--- src/hw/mslc_pkg.sv ---
// constants, register map and carrier types of the modbus link control block
// assumes a 25 MHz system clock and a classic wishbone master
// Function
// - station address 0..199 held; only frames with matching or broadcast address accepted
// - with station address zero, frames to address 255 are taken as ours
// - line rate selectable among eight values, 1200 to 115200 bit/s
// - remote configuration gate allows link config writes when on, refuses when off
// - registers 04h and 05h stay writable over the link regardless of gate
// - gap since last frame beyond timeout forces relays and analogue to alert
// - frame gap timeout 0..99 whole seconds; zero disables supervision
// - turnaround may add 10, 20, 50, 100 or 200 character times
// - standard turnaround: reply allowed at once, no extra delay
// - measurement errors reported as codes 16,68,70,72,73,74,75,96,160
// - measurement status reads zero when valid, else the error code
// - broadcast frames acted upon but never answered
// - one start, eight data, no parity; send two stops, accept one or two
package mslc_pkg;
    localparam int CLK_HZ     = 25_000_000;
    localparam int SEC_CYCLES = CLK_HZ;
    localparam int CHAR_BITS  = 11;
    // 3.5 character silence closes a frame, rounded up to whole bits
    localparam int GAP_BITS   = 39;

    localparam int BAUD0 = 1200;
    localparam int BAUD1 = 2400;
    localparam int BAUD2 = 4800;
    localparam int BAUD3 = 9600;
    localparam int BAUD4 = 19200;
    localparam int BAUD5 = 38400;
    localparam int BAUD6 = 57600;
    localparam int BAUD7 = 115200;

    localparam logic [7:0] TURN_C1 = 8'h0A;
    localparam logic [7:0] TURN_C2 = 8'h14;
    localparam logic [7:0] TURN_C3 = 8'h32;
    localparam logic [7:0] TURN_C4 = 8'h64;
    localparam logic [7:0] TURN_C5 = 8'hC8;

    localparam logic [7:0] STATION_MAX = 8'hC7;
    localparam logic [7:0] ADDR_ALT    = 8'hFF;
    localparam logic [7:0] ADDR_BCAST  = 8'h00;
    localparam logic [7:0] LREG_DP     = 8'h04;
    localparam logic [7:0] LREG_IO     = 8'h05;
    localparam logic [6:0] TMO_MAX     = 7'h63;

    localparam logic [7:0] ERR_CAL   = 8'h10;
    localparam logic [7:0] ERR_SHORT = 8'h44;
    localparam logic [7:0] ERR_OPEN  = 8'h46;
    localparam logic [7:0] ERR_OVV   = 8'h48;
    localparam logic [7:0] ERR_OVC   = 8'h49;
    localparam logic [7:0] ERR_CONV  = 8'h4A;
    localparam logic [7:0] ERR_NOREF = 8'h4B;
    localparam logic [7:0] ERR_UNDER = 8'h60;
    localparam logic [7:0] ERR_OVER  = 8'hA0;

    localparam logic [7:0] OFS_CTRL   = 8'h00;
    localparam logic [7:0] OFS_GAPTMO = 8'h04;
    localparam logic [7:0] OFS_RXDATA = 8'h08;
    localparam logic [7:0] OFS_TXDATA = 8'h0C;
    localparam logic [7:0] OFS_STATUS = 8'h10;
    localparam logic [7:0] OFS_MASK   = 8'h14;
    localparam logic [7:0] OFS_RELAY  = 8'h18;
    localparam logic [7:0] OFS_ANALOG = 8'h1C;
    localparam logic [7:0] OFS_ALCFG  = 8'h20;
    localparam logic [7:0] OFS_ALVAL  = 8'h24;
    localparam logic [7:0] OFS_MSTAT  = 8'h28;
    localparam logic [7:0] OFS_WRCHK  = 8'h2C;
    localparam logic [7:0] OFS_LINK   = 8'h30;

    // status / mask bit positions
    localparam int EV_RX    = 0;
    localparam int EV_FRAME = 1;
    localparam int EV_ALERT = 2;
    localparam int EV_TXD   = 3;
    localparam int EV_RXERR = 4;
    localparam int EV_N     = 5;

    localparam logic [7:0] RST_STATION = 8'h01;
    localparam logic [2:0] RST_BAUD    = 3'h3;

    typedef enum logic [1:0] {
        RX_IDLE  = 2'b00,
        RX_START = 2'b01,
        RX_DATA  = 2'b10,
        RX_STOP  = 2'b11
    } mslc_rx_t;

    typedef struct packed {
        logic        cyc;
        logic        stb;
        logic        we;
        logic [7:0]  adr;
        logic [3:0]  sel;
        logic [31:0] dat;
    } mslc_wb_req_t;

    typedef struct packed {
        logic [31:0] dat;
        logic        ack;
    } mslc_wb_rsp_t;
endpackage

--- src/hw/mslc_link_ctrl.sv ---
// modbus rtu slave link control: uart, address filter, turnaround, gap alert
// assumes classic wishbone master on clk; rxd/txd already synchronous
//
// The implementer's own choices: the Wishbone interface to the registers and the placing of the registers.
`timescale 1ns/100ps
module mslc_link_ctrl #(
    parameter int SEC_CYCLES = mslc_pkg::SEC_CYCLES
) (
    input  wire logic                  clk,
    input  wire logic                  resetn,
    input  wire mslc_pkg::mslc_wb_req_t wb_req,
    output      mslc_pkg::mslc_wb_rsp_t wb_rsp,
    input  wire logic                  rxd,
    output      logic                  txd,
    output      logic                  tx_en,
    input  wire logic [8:0]            meas_fault,
    output      logic [1:0]            relay_o,
    output      logic [15:0]           analog_o,
    output      logic                  alert_o,
    output      logic                  irq
);
    typedef struct packed {
        logic                   ack;
        logic [31:0]            dat;
        logic [7:0]             station;
        logic [2:0]             baud;
        logic                   gate;
        logic [2:0]             turn;
        logic [6:0]             tmo;
        logic [7:0]             rxdata;
        logic                   rxvalid;
        logic [mslc_pkg::EV_N-1:0] sts;
        logic [mslc_pkg::EV_N-1:0] mask;
        logic [1:0]             relay;
        logic [15:0]            analog;
        logic [1:0]             al_relay;
        logic                   keep_r;
        logic                   keep_a;
        logic [15:0]            al_analog;
        logic [7:0]             chk;
        mslc_pkg::mslc_rx_t     rx_st;
        logic [15:0]            rx_cnt;
        logic [2:0]             rx_bit;
        logic [7:0]             rx_sh;
        logic [5:0]             idle_bits;
        logic                   in_frame;
        logic                   addressed;
        logic                   bcast;
        logic                   tx_busy;
        logic [15:0]            tx_cnt;
        logic [3:0]             tx_bit;
        logic [10:0]            tx_sh;
        logic                   tx_line;
        logic                   waiting;
        logic [3:0]             turn_bits;
        logic [7:0]             turn_cnt;
        logic                   permit;
        logic [31:0]            sec_cnt;
        logic [6:0]             gap_sec;
        logic                   alert;
        logic [1:0]             relay_q;
        logic [15:0]            analog_q;
    } st_t;

    st_t r;
    st_t s;

    function automatic logic [15:0] bit_div(input logic [2:0] sel);
        case (sel)
            3'h0:    bit_div = 16'(mslc_pkg::CLK_HZ / mslc_pkg::BAUD0);
            3'h1:    bit_div = 16'(mslc_pkg::CLK_HZ / mslc_pkg::BAUD1);
            3'h2:    bit_div = 16'(mslc_pkg::CLK_HZ / mslc_pkg::BAUD2);
            3'h3:    bit_div = 16'(mslc_pkg::CLK_HZ / mslc_pkg::BAUD3);
            3'h4:    bit_div = 16'(mslc_pkg::CLK_HZ / mslc_pkg::BAUD4);
            3'h5:    bit_div = 16'(mslc_pkg::CLK_HZ / mslc_pkg::BAUD5);
            3'h6:    bit_div = 16'(mslc_pkg::CLK_HZ / mslc_pkg::BAUD6);
            default: bit_div = 16'(mslc_pkg::CLK_HZ / mslc_pkg::BAUD7);
        endcase
    endfunction

    function automatic logic [7:0] turn_chars(input logic [2:0] sel);
        case (sel)
            3'h1:    turn_chars = mslc_pkg::TURN_C1;
            3'h2:    turn_chars = mslc_pkg::TURN_C2;
            3'h3:    turn_chars = mslc_pkg::TURN_C3;
            3'h4:    turn_chars = mslc_pkg::TURN_C4;
            default: turn_chars = mslc_pkg::TURN_C5;
        endcase
    endfunction

    // lowest flag wins when several faults stand at once
    function automatic logic [7:0] err_code(input logic [8:0] f);
        if (f[0])      err_code = mslc_pkg::ERR_CAL;
        else if (f[1]) err_code = mslc_pkg::ERR_SHORT;
        else if (f[2]) err_code = mslc_pkg::ERR_OPEN;
        else if (f[3]) err_code = mslc_pkg::ERR_OVV;
        else if (f[4]) err_code = mslc_pkg::ERR_OVC;
        else if (f[5]) err_code = mslc_pkg::ERR_CONV;
        else if (f[6]) err_code = mslc_pkg::ERR_NOREF;
        else if (f[7]) err_code = mslc_pkg::ERR_UNDER;
        else if (f[8]) err_code = mslc_pkg::ERR_OVER;
        else           err_code = 8'h00;
    endfunction

    function automatic logic [31:0] merge(input logic [31:0] o,
                                          input logic [31:0] n,
                                          input logic [3:0]  be);
        for (int i = 0; i < 4; i++) begin
            o[i*8 +: 8] = be[i] ? n[i*8 +: 8] : o[i*8 +: 8];
        end
        merge = o;
    endfunction

    logic [15:0] div;
    logic        req;
    logic        wr;
    logic        idle_tick;
    logic [31:0] wd;
    logic [mslc_pkg::EV_N-1:0] ev;
    logic [mslc_pkg::EV_N-1:0] clr;
    logic        chk_ok;

    always_comb begin
        s         = r;
        div       = bit_div(r.baud);
        req       = wb_req.cyc & wb_req.stb;
        wr        = req & wb_req.we & r.ack;
        wd        = merge(32'h0000_0000, wb_req.dat, wb_req.sel);
        ev        = '0;
        clr       = '0;
        idle_tick = 1'b0;
        chk_ok    = r.gate | (r.chk == mslc_pkg::LREG_DP)
                    | (r.chk == mslc_pkg::LREG_IO);

        // bus: ack one cycle after the strobe, dropped the cycle after
        s.ack = req & ~r.ack;
        if (req & ~r.ack) begin
            case (wb_req.adr)
                mslc_pkg::OFS_CTRL:   s.dat = {17'h0, r.turn, r.gate,
                                               r.baud, r.station};
                mslc_pkg::OFS_GAPTMO: s.dat = {25'h0, r.tmo};
                mslc_pkg::OFS_RXDATA: s.dat = {23'h0, r.rxvalid, r.rxdata};
                mslc_pkg::OFS_TXDATA: s.dat = {30'h0, r.permit, r.tx_busy};
                mslc_pkg::OFS_STATUS: s.dat = {27'h0, r.sts};
                mslc_pkg::OFS_MASK:   s.dat = {27'h0, r.mask};
                mslc_pkg::OFS_RELAY:  s.dat = {30'h0, r.relay};
                mslc_pkg::OFS_ANALOG: s.dat = {16'h0, r.analog};
                mslc_pkg::OFS_ALCFG:  s.dat = {28'h0, r.keep_a, r.keep_r,
                                               r.al_relay};
                mslc_pkg::OFS_ALVAL:  s.dat = {16'h0, r.al_analog};
                mslc_pkg::OFS_MSTAT:  s.dat = {24'h0, err_code(meas_fault)};
                mslc_pkg::OFS_WRCHK:  s.dat = {23'h0, chk_ok, r.chk};
                mslc_pkg::OFS_LINK:   s.dat = {28'h0, r.bcast, r.addressed,
                                               r.in_frame, r.alert};
                default:              s.dat = 32'h0000_0000;
            endcase
        end
        if (wr) begin
            case (wb_req.adr)
                mslc_pkg::OFS_CTRL: begin
                    if (wb_req.sel[0] && wd[7:0] <= mslc_pkg::STATION_MAX) begin
                        s.station = wd[7:0];
                    end
                    if (wb_req.sel[1]) begin
                        s.baud = wd[10:8];
                        s.gate = wd[11];
                        s.turn = wd[14:12];
                    end
                end
                mslc_pkg::OFS_GAPTMO: begin
                    if (wb_req.sel[0] && wd[6:0] <= mslc_pkg::TMO_MAX) begin
                        s.tmo = wd[6:0];
                    end
                end
                mslc_pkg::OFS_RXDATA: s.rxvalid = 1'b0;
                mslc_pkg::OFS_STATUS: clr = wd[mslc_pkg::EV_N-1:0];
                mslc_pkg::OFS_MASK:   s.mask = wd[mslc_pkg::EV_N-1:0];
                mslc_pkg::OFS_RELAY:  s.relay = wd[1:0];
                mslc_pkg::OFS_ANALOG: s.analog = wd[15:0];
                mslc_pkg::OFS_ALCFG: begin
                    s.al_relay = wd[1:0];
                    s.keep_r   = wd[2];
                    s.keep_a   = wd[3];
                end
                mslc_pkg::OFS_ALVAL:  s.al_analog = wd[15:0];
                mslc_pkg::OFS_WRCHK:  s.chk = wd[7:0];
                mslc_pkg::OFS_TXDATA: begin
                    // only inside an open reply window; never after broadcast
                    if (wb_req.sel[0] && r.permit && !r.tx_busy) begin
                        s.tx_sh   = {2'b11, wd[7:0], 1'b0};
                        s.tx_busy = 1'b1;
                        s.tx_cnt  = 16'h0000;
                        s.tx_bit  = 4'h0;
                    end
                end
                default: ;
            endcase
        end

        // receiver, sampled mid-bit; one stop bit is enough
        s.rx_cnt = 16'(r.rx_cnt + 16'h0001);
        case (r.rx_st)
            mslc_pkg::RX_IDLE: begin
                if (r.rx_cnt == 16'(div - 16'h0001)) begin
                    s.rx_cnt  = 16'h0000;
                    idle_tick = 1'b1;
                end
                if (!rxd) begin
                    s.rx_st  = mslc_pkg::RX_START;
                    s.rx_cnt = 16'h0000;
                end
            end
            mslc_pkg::RX_START: begin
                if (r.rx_cnt == {1'b0, div[15:1]}) begin
                    s.rx_st  = rxd ? mslc_pkg::RX_IDLE : mslc_pkg::RX_DATA;
                    s.rx_cnt = 16'h0000;
                    s.rx_bit = 3'h0;
                end
            end
            mslc_pkg::RX_DATA: begin
                if (r.rx_cnt == 16'(div - 16'h0001)) begin
                    s.rx_cnt = 16'h0000;
                    s.rx_sh  = {rxd, r.rx_sh[7:1]};
                    s.rx_bit = 3'(r.rx_bit + 3'h1);
                    if (r.rx_bit == 3'h7) begin
                        s.rx_st = mslc_pkg::RX_STOP;
                    end
                end
            end
            mslc_pkg::RX_STOP: begin
                if (r.rx_cnt == 16'(div - 16'h0001)) begin
                    s.rx_cnt    = 16'h0000;
                    s.rx_st     = mslc_pkg::RX_IDLE;
                    s.idle_bits = 6'h00;
                    s.permit    = 1'b0;
                    s.waiting   = 1'b0;
                    if (!rxd) begin
                        ev[mslc_pkg::EV_RXERR] = 1'b1;
                        s.addressed = 1'b0;
                        s.in_frame  = 1'b1;
                    end else if (!r.in_frame) begin
                        s.in_frame  = 1'b1;
                        s.bcast     = r.rx_sh == mslc_pkg::ADDR_BCAST;
                        s.addressed = (r.rx_sh == r.station)
                            | (r.station == 8'h00
                               && r.rx_sh == mslc_pkg::ADDR_ALT)
                            | (r.rx_sh == mslc_pkg::ADDR_BCAST);
                        s.rxdata  = s.addressed ? r.rx_sh : r.rxdata;
                        s.rxvalid = s.addressed;
                        ev[mslc_pkg::EV_RX] = s.addressed;
                    end else if (r.addressed) begin
                        s.rxdata  = r.rx_sh;
                        s.rxvalid = 1'b1;
                        ev[mslc_pkg::EV_RX] = 1'b1;
                    end
                end
            end
            default: s.rx_st = mslc_pkg::RX_IDLE;
        endcase

        // silence ends the frame; accepted frames feed supervision
        if (idle_tick && r.idle_bits != 6'(mslc_pkg::GAP_BITS)) begin
            s.idle_bits = 6'(r.idle_bits + 6'h01);
            if (r.idle_bits == 6'(mslc_pkg::GAP_BITS - 1) && r.in_frame) begin
                s.in_frame = 1'b0;
                if (r.addressed) begin
                    ev[mslc_pkg::EV_FRAME] = 1'b1;
                    if (!r.bcast) begin
                        s.permit    = r.turn == 3'h0;
                        s.waiting   = r.turn != 3'h0;
                        s.turn_bits = 4'h0;
                        s.turn_cnt  = 8'h00;
                    end
                end
            end
        end

        // extra turnaround counted in character times of the line rate
        if (r.waiting && idle_tick) begin
            s.turn_bits = 4'(r.turn_bits + 4'h1);
            if (r.turn_bits == 4'(mslc_pkg::CHAR_BITS - 1)) begin
                s.turn_bits = 4'h0;
                s.turn_cnt  = 8'(r.turn_cnt + 8'h01);
                if (r.turn_cnt == 8'(turn_chars(r.turn) - 8'h01)) begin
                    s.waiting = 1'b0;
                    s.permit  = 1'b1;
                end
            end
        end

        // transmitter: start, eight data, two stop bits
        if (r.tx_busy) begin
            s.tx_cnt = 16'(r.tx_cnt + 16'h0001);
            if (r.tx_cnt == 16'h0000) begin
                s.tx_line = r.tx_sh[0];
            end
            if (r.tx_cnt == 16'(div - 16'h0001)) begin
                s.tx_cnt = 16'h0000;
                s.tx_sh  = {1'b1, r.tx_sh[10:1]};
                s.tx_bit = 4'(r.tx_bit + 4'h1);
                if (r.tx_bit == 4'(mslc_pkg::CHAR_BITS - 1)) begin
                    s.tx_busy = 1'b0;
                    ev[mslc_pkg::EV_TXD] = 1'b1;
                end
            end
        end else begin
            s.tx_line = 1'b1;
        end

        // frame gap supervision in whole seconds
        s.sec_cnt = 32'(r.sec_cnt + 32'h0000_0001);
        if (r.sec_cnt == 32'(SEC_CYCLES - 1)) begin
            s.sec_cnt = 32'h0000_0000;
            if (r.tmo != 7'h00 && !r.alert) begin
                if (r.gap_sec == r.tmo) begin
                    s.alert = 1'b1;
                    ev[mslc_pkg::EV_ALERT] = 1'b1;
                end else begin
                    s.gap_sec = 7'(r.gap_sec + 7'h01);
                end
            end
        end
        if (r.tmo == 7'h00) begin
            s.alert   = 1'b0;
            s.gap_sec = 7'h00;
        end
        // frame end outranks a second tick in the same cycle
        if (ev[mslc_pkg::EV_FRAME]) begin
            s.sec_cnt = 32'h0000_0000;
            s.gap_sec = 7'h00;
            s.alert   = 1'b0;
            ev[mslc_pkg::EV_ALERT] = 1'b0;
        end

        // set wins over a simultaneous write-one clear
        s.sts = (r.sts & ~clr) | ev;

        // link-driven outputs, forced while alert unless told to keep
        s.relay_q  = (r.alert && !r.keep_r) ? r.al_relay : r.relay;
        s.analog_q = (r.alert && !r.keep_a) ? r.al_analog : r.analog;
    end

    always_ff @(posedge clk or negedge resetn) begin
        if (!resetn) begin
            r         <= '0;
            r.station <= mslc_pkg::RST_STATION;
            r.baud    <= mslc_pkg::RST_BAUD;
            r.rx_st   <= mslc_pkg::RX_IDLE;
            r.tx_sh   <= '1;
            r.tx_line <= 1'b1;
        end else begin
            r <= s;
        end
    end

    assign wb_rsp.ack = r.ack;
    assign wb_rsp.dat = r.dat;
    assign txd        = r.tx_line;
    assign tx_en      = r.tx_busy;
    assign relay_o    = r.relay_q;
    assign analog_o   = r.analog_q;
    assign alert_o    = r.alert;
    assign irq        = |(r.sts & r.mask);
endmodule // mslc_link_ctrl

--- config.mk ---
export PLATFORM = sky130hd
export DESIGN_NAME = mslc_link_ctrl
export DESIGN_NICKNAME = d
export VERILOG_FILES = /design/src/hw/mslc_pkg.sv /design/src/hw/mslc_link_ctrl.sv
export SDC_FILE = /design/constraint.sdc
export NUM_CORES = 1
export LEC_CHECK = 0
export CAP_MARGIN = 20
export CELL_PAD_IN_SITES_DETAIL_PLACEMENT = 1
export CELL_PAD_IN_SITES_GLOBAL_PLACEMENT = 2
export CORE_ASPECT_RATIO = 1.1
export CORE_MARGIN = 2
export CORE_UTILIZATION = 40
export DETAILED_ROUTE_END_ITERATION = 12
export DONT_BUFFER_PORTS = 1
export GPL_TIMING_DRIVEN = 0
export PLACE_DENSITY = 0.79
export SYNTH_ARGS = -nofsm -noshare
export SYNTH_HDL_FRONTEND = slang
export SYNTH_SLANG_ARGS = --single-unit
--- constraint.sdc ---
create_clock -name clk -period 5.4 [get_ports clk]
set_clock_uncertainty 0.2 [all_clocks]
set_input_delay 1.08 -clock clk [delete_from_list [all_inputs] [get_ports clk]]
set_output_delay 1.08 -clock clk [all_outputs]
set_load 0.05 [all_outputs]
==> results.ini <==
[yosys]
synth.most_common_cell = dfrtp_1
ys_warn_count = 0
synthSimpleGateAreaFrac = 0.2119
synth_compound_area_frac = 0.1481
muxShareOfSynthArea = 0.07292
ys_ff_latch = 247
post-synth-top-area-cell = dfrtp_1
synth-xor-area-share = 0.04742
ys.flop_type = dfrtp_1
netlist.area_leader.share = 0.4136
synth_top_family_by_area = simple AND/OR/NAND/NOR gates
syn-cell-area_sq_um = 14040
syn_area_per_cell_sq_um = 9.351
postSynthCellCount = 1501
synth_fa_ha_area_frac = 0.01426
synth_area_leaders = dfrtp_1 41%, mux2_2 5.8%, nand2_1 4.7%, o21ai_0 4.0%, nor2_1 3.2%
yosysUniqueCellTypes = 87
yosysSeqAreaShare = 0.4417
async_reset_ff_frac = 1.000
synth_edf_count = 0
yosys-top-cells-count = 232 x dfrtp_1, 177 x nand2_1, 121 x nor2_1

[clock_network]
cts_tree = built
cts_sinks = 247
cts_buffers = 29
htree_num_levels = 1
cts_resized = 0
clk_latency_ns = 0.56
clock_path_buffers = 3
cts_root_buf = clkbuf_16
clk_pin_slew_ns = 0.06

[timing]
slew-limit-headroom = 0.3220
final.period_utilization = 0.8674
hold_viol_final = 0
max_freq_mhz = 213.5
rsz0062_at_grt = no
tightest_slew_ns = 1.015
maxSlewViolCount = 0
period_needed_ns = 4.684
tns_ns = 0
setup_viol = 0

[critical_path]
cp.required_ns = 5.62
start_kind = flop
critPathCaptureType = flop
critPathMaxFanout = 10
arrival_ns = 4.91
path_class = reg -> reg

[layout]
num-nets-final = 1627
fill_cells = 3942
drive_gt1_frac = 0.1493
antenna_cells = 0
area_delta_synth_final_pct = 11.86

[routing]
drc = 0
dr.first_iter.drc_count = 613
routed_via_density = 5.746
first_pass_iters = 6
vias = 11560
ant_nets = 0
wl_per_cell_um = 20.87
wirelength_um = 41990

[placed_design]
post-dp-hpwl_um = 30020
port-buffer-count = 0
gp_congestion = 0.8534

[floorplanning]
die_area_sq_um = 36610
ios = 114
initial_core_util = 0.4083
fp-row-count = 71
die_x_um = 182.6
core-area_sq_um = 34380
die_h_um = 200.5

[pwr]
switching_share = 0.2154
pwr-share-clk = 0.513
p_comb_frac = 0.026
p_leak_nw = 6.827
power.sequential.fraction = 0.461
ir_drop_mv = 0.1699
intPower_mw = 3.159
power.density_nw_per_um2 = 256.4
power_mw = 4.026
switching_power_mw = 0.8669

[global_route]
antenna_found_initial = 0
use_met1 = 0.3049
use_met2 = 0.3934
first_global_vias = 11991
grt_max_degree = 209
gr-usage-all-layers = 0.2300
grt.busiest_layer = met2
grt_pass1_wl_um = 67810
grtUsageMet3 = 0.03066
overflow = 0

[flow_run]
maxCapViolCount = 0

[run_status]
outcome = complete, no violations

[hold_path]
min_path_type = in -> async

==> path summary, 6_finish.rpt <==
check                                      start               endpoint  slack [ns]  cells past startpoint
setup / recovery              r[221]$_DFFE_PN0P_     r[201]$_DFFE_PN0P_        0.72                     12
hold / removal                            resetn  analog_o[9]$_DFF_PN0_        0.03                      0
setup reg to reg              r[221]$_DFFE_PN0P_     r[201]$_DFFE_PN0P_        0.72                     12
hold reg to reg            wb_rsp[8]$_DFFE_PN0P_  wb_rsp[8]$_DFFE_PN0P_        0.28                      2
max in group asynchronous                 resetn     r[215]$_DFFE_PN0P_        4.24                      1
min in group clk           wb_rsp[8]$_DFFE_PN0P_  wb_rsp[8]$_DFFE_PN0P_        0.28                      2
==> critical path, stage by stage (launching register included) <==
cell       delay, ns
dfrtp_1         0.33
buf_2           0.20
buf_2           0.26
buf_2           0.27
clkbuf_1        0.56
nand2_1         0.11
ha_1            0.31
a221oi_1        0.31
o311a_1         0.20
o2111ai_1       0.24
nor3_2          0.63
nand4_2         0.50
mux2_2          0.41
==> layout by cell type, fill, tap and decap left out, types with 27 or more instances in the layout <==
cell,synthesis,layout
xor2_1,41,41
a21oi_1,39,39
xnor2_1,35,35
mux2_2,72,72
clkbuf_1,59,69
dfrtp_1,232,232
nor2_1,121,121
buf_4,54,54
nor3_1,37,37
o21ai_0,111,111
nand2b_1,27,27
nand2_1,177,177
clkbuf_16,0,29
inv_1,30,30
nand3_1,68,68
==> per-stage QoR <==
stage	util	setup WS [ns]	cells	instance area [sq um]	hold slack (ns)
after floorplan	-	1.958	1516	14090	0.2504
after global placement	0.4258	0.7664	1954	14640	0.2631
after detailed placement	0.4258	0.7417	1954	14640	0.2713
after CTS	0.4558	0.7108	2008	15670	0.00003553
after global routing	0.4567	0.4003	2012	15700	0.006200
final	0.4567	0.7158	2012	15700	0.03365
==> sequential cells by signal (all words and copies together) (netlist names) <==
name	flops
alert_o	1
analog_o	16
r	209
relay_o	2
tx_en	1
txd	1
wb_rsp	17
==> metal layers <==
layer,vias to the layer above,wire length [um]
met4,0,996
li1,5411,-
met3,63,1594
met2,226,20410
met1,5860,18990
met5,-,0
==> power groups by stage <==
stage               clock, mW  combinational [mW]  sequential (mW)
global route             2.19               0.113             1.86
global placement            0              0.0925             1.89
floorplan                   0              0.0751             1.89
detailed placement          0              0.0932             1.89
CTS                      2.11               0.103             1.86
finish                   2.06               0.104             1.86
==> kinds of logic after synthesis <==
kind of cell             count (synthesis)
AND/OR/NAND/NOR                        592
AO/OA/AOI/OAI                          310
flip-flops                             247
buffers and inverters                  169
multiplexers                            90
XOR/XNOR                                76
adder cells (fa/ha/maj)                 16
other                                    1
==> area by class of cell <==
type,count,area [sq um],area share
inverters,30,112.6,0.007172
repair buffers,5,57.56,0.003666
plain buffers,139,778.2,0.04957
clock buffers,46,859.6,0.05475
well taps,438,548.0,0.03491
multi-input cells,1100,7002,0.4460
clock inverters,7,142.6,0.009085
flip-flops and latches,247,6200,0.3949
==> repair_timing <==
| item | 4_1_cts | 5_1_grt |
|---|---|---|
| hold buffers | 1 | 2 |
| endpoints found under the hold margin | 40 | 2 |
| buffers inserted | 0 | 0 |
(Power assumes the default switching activity.)
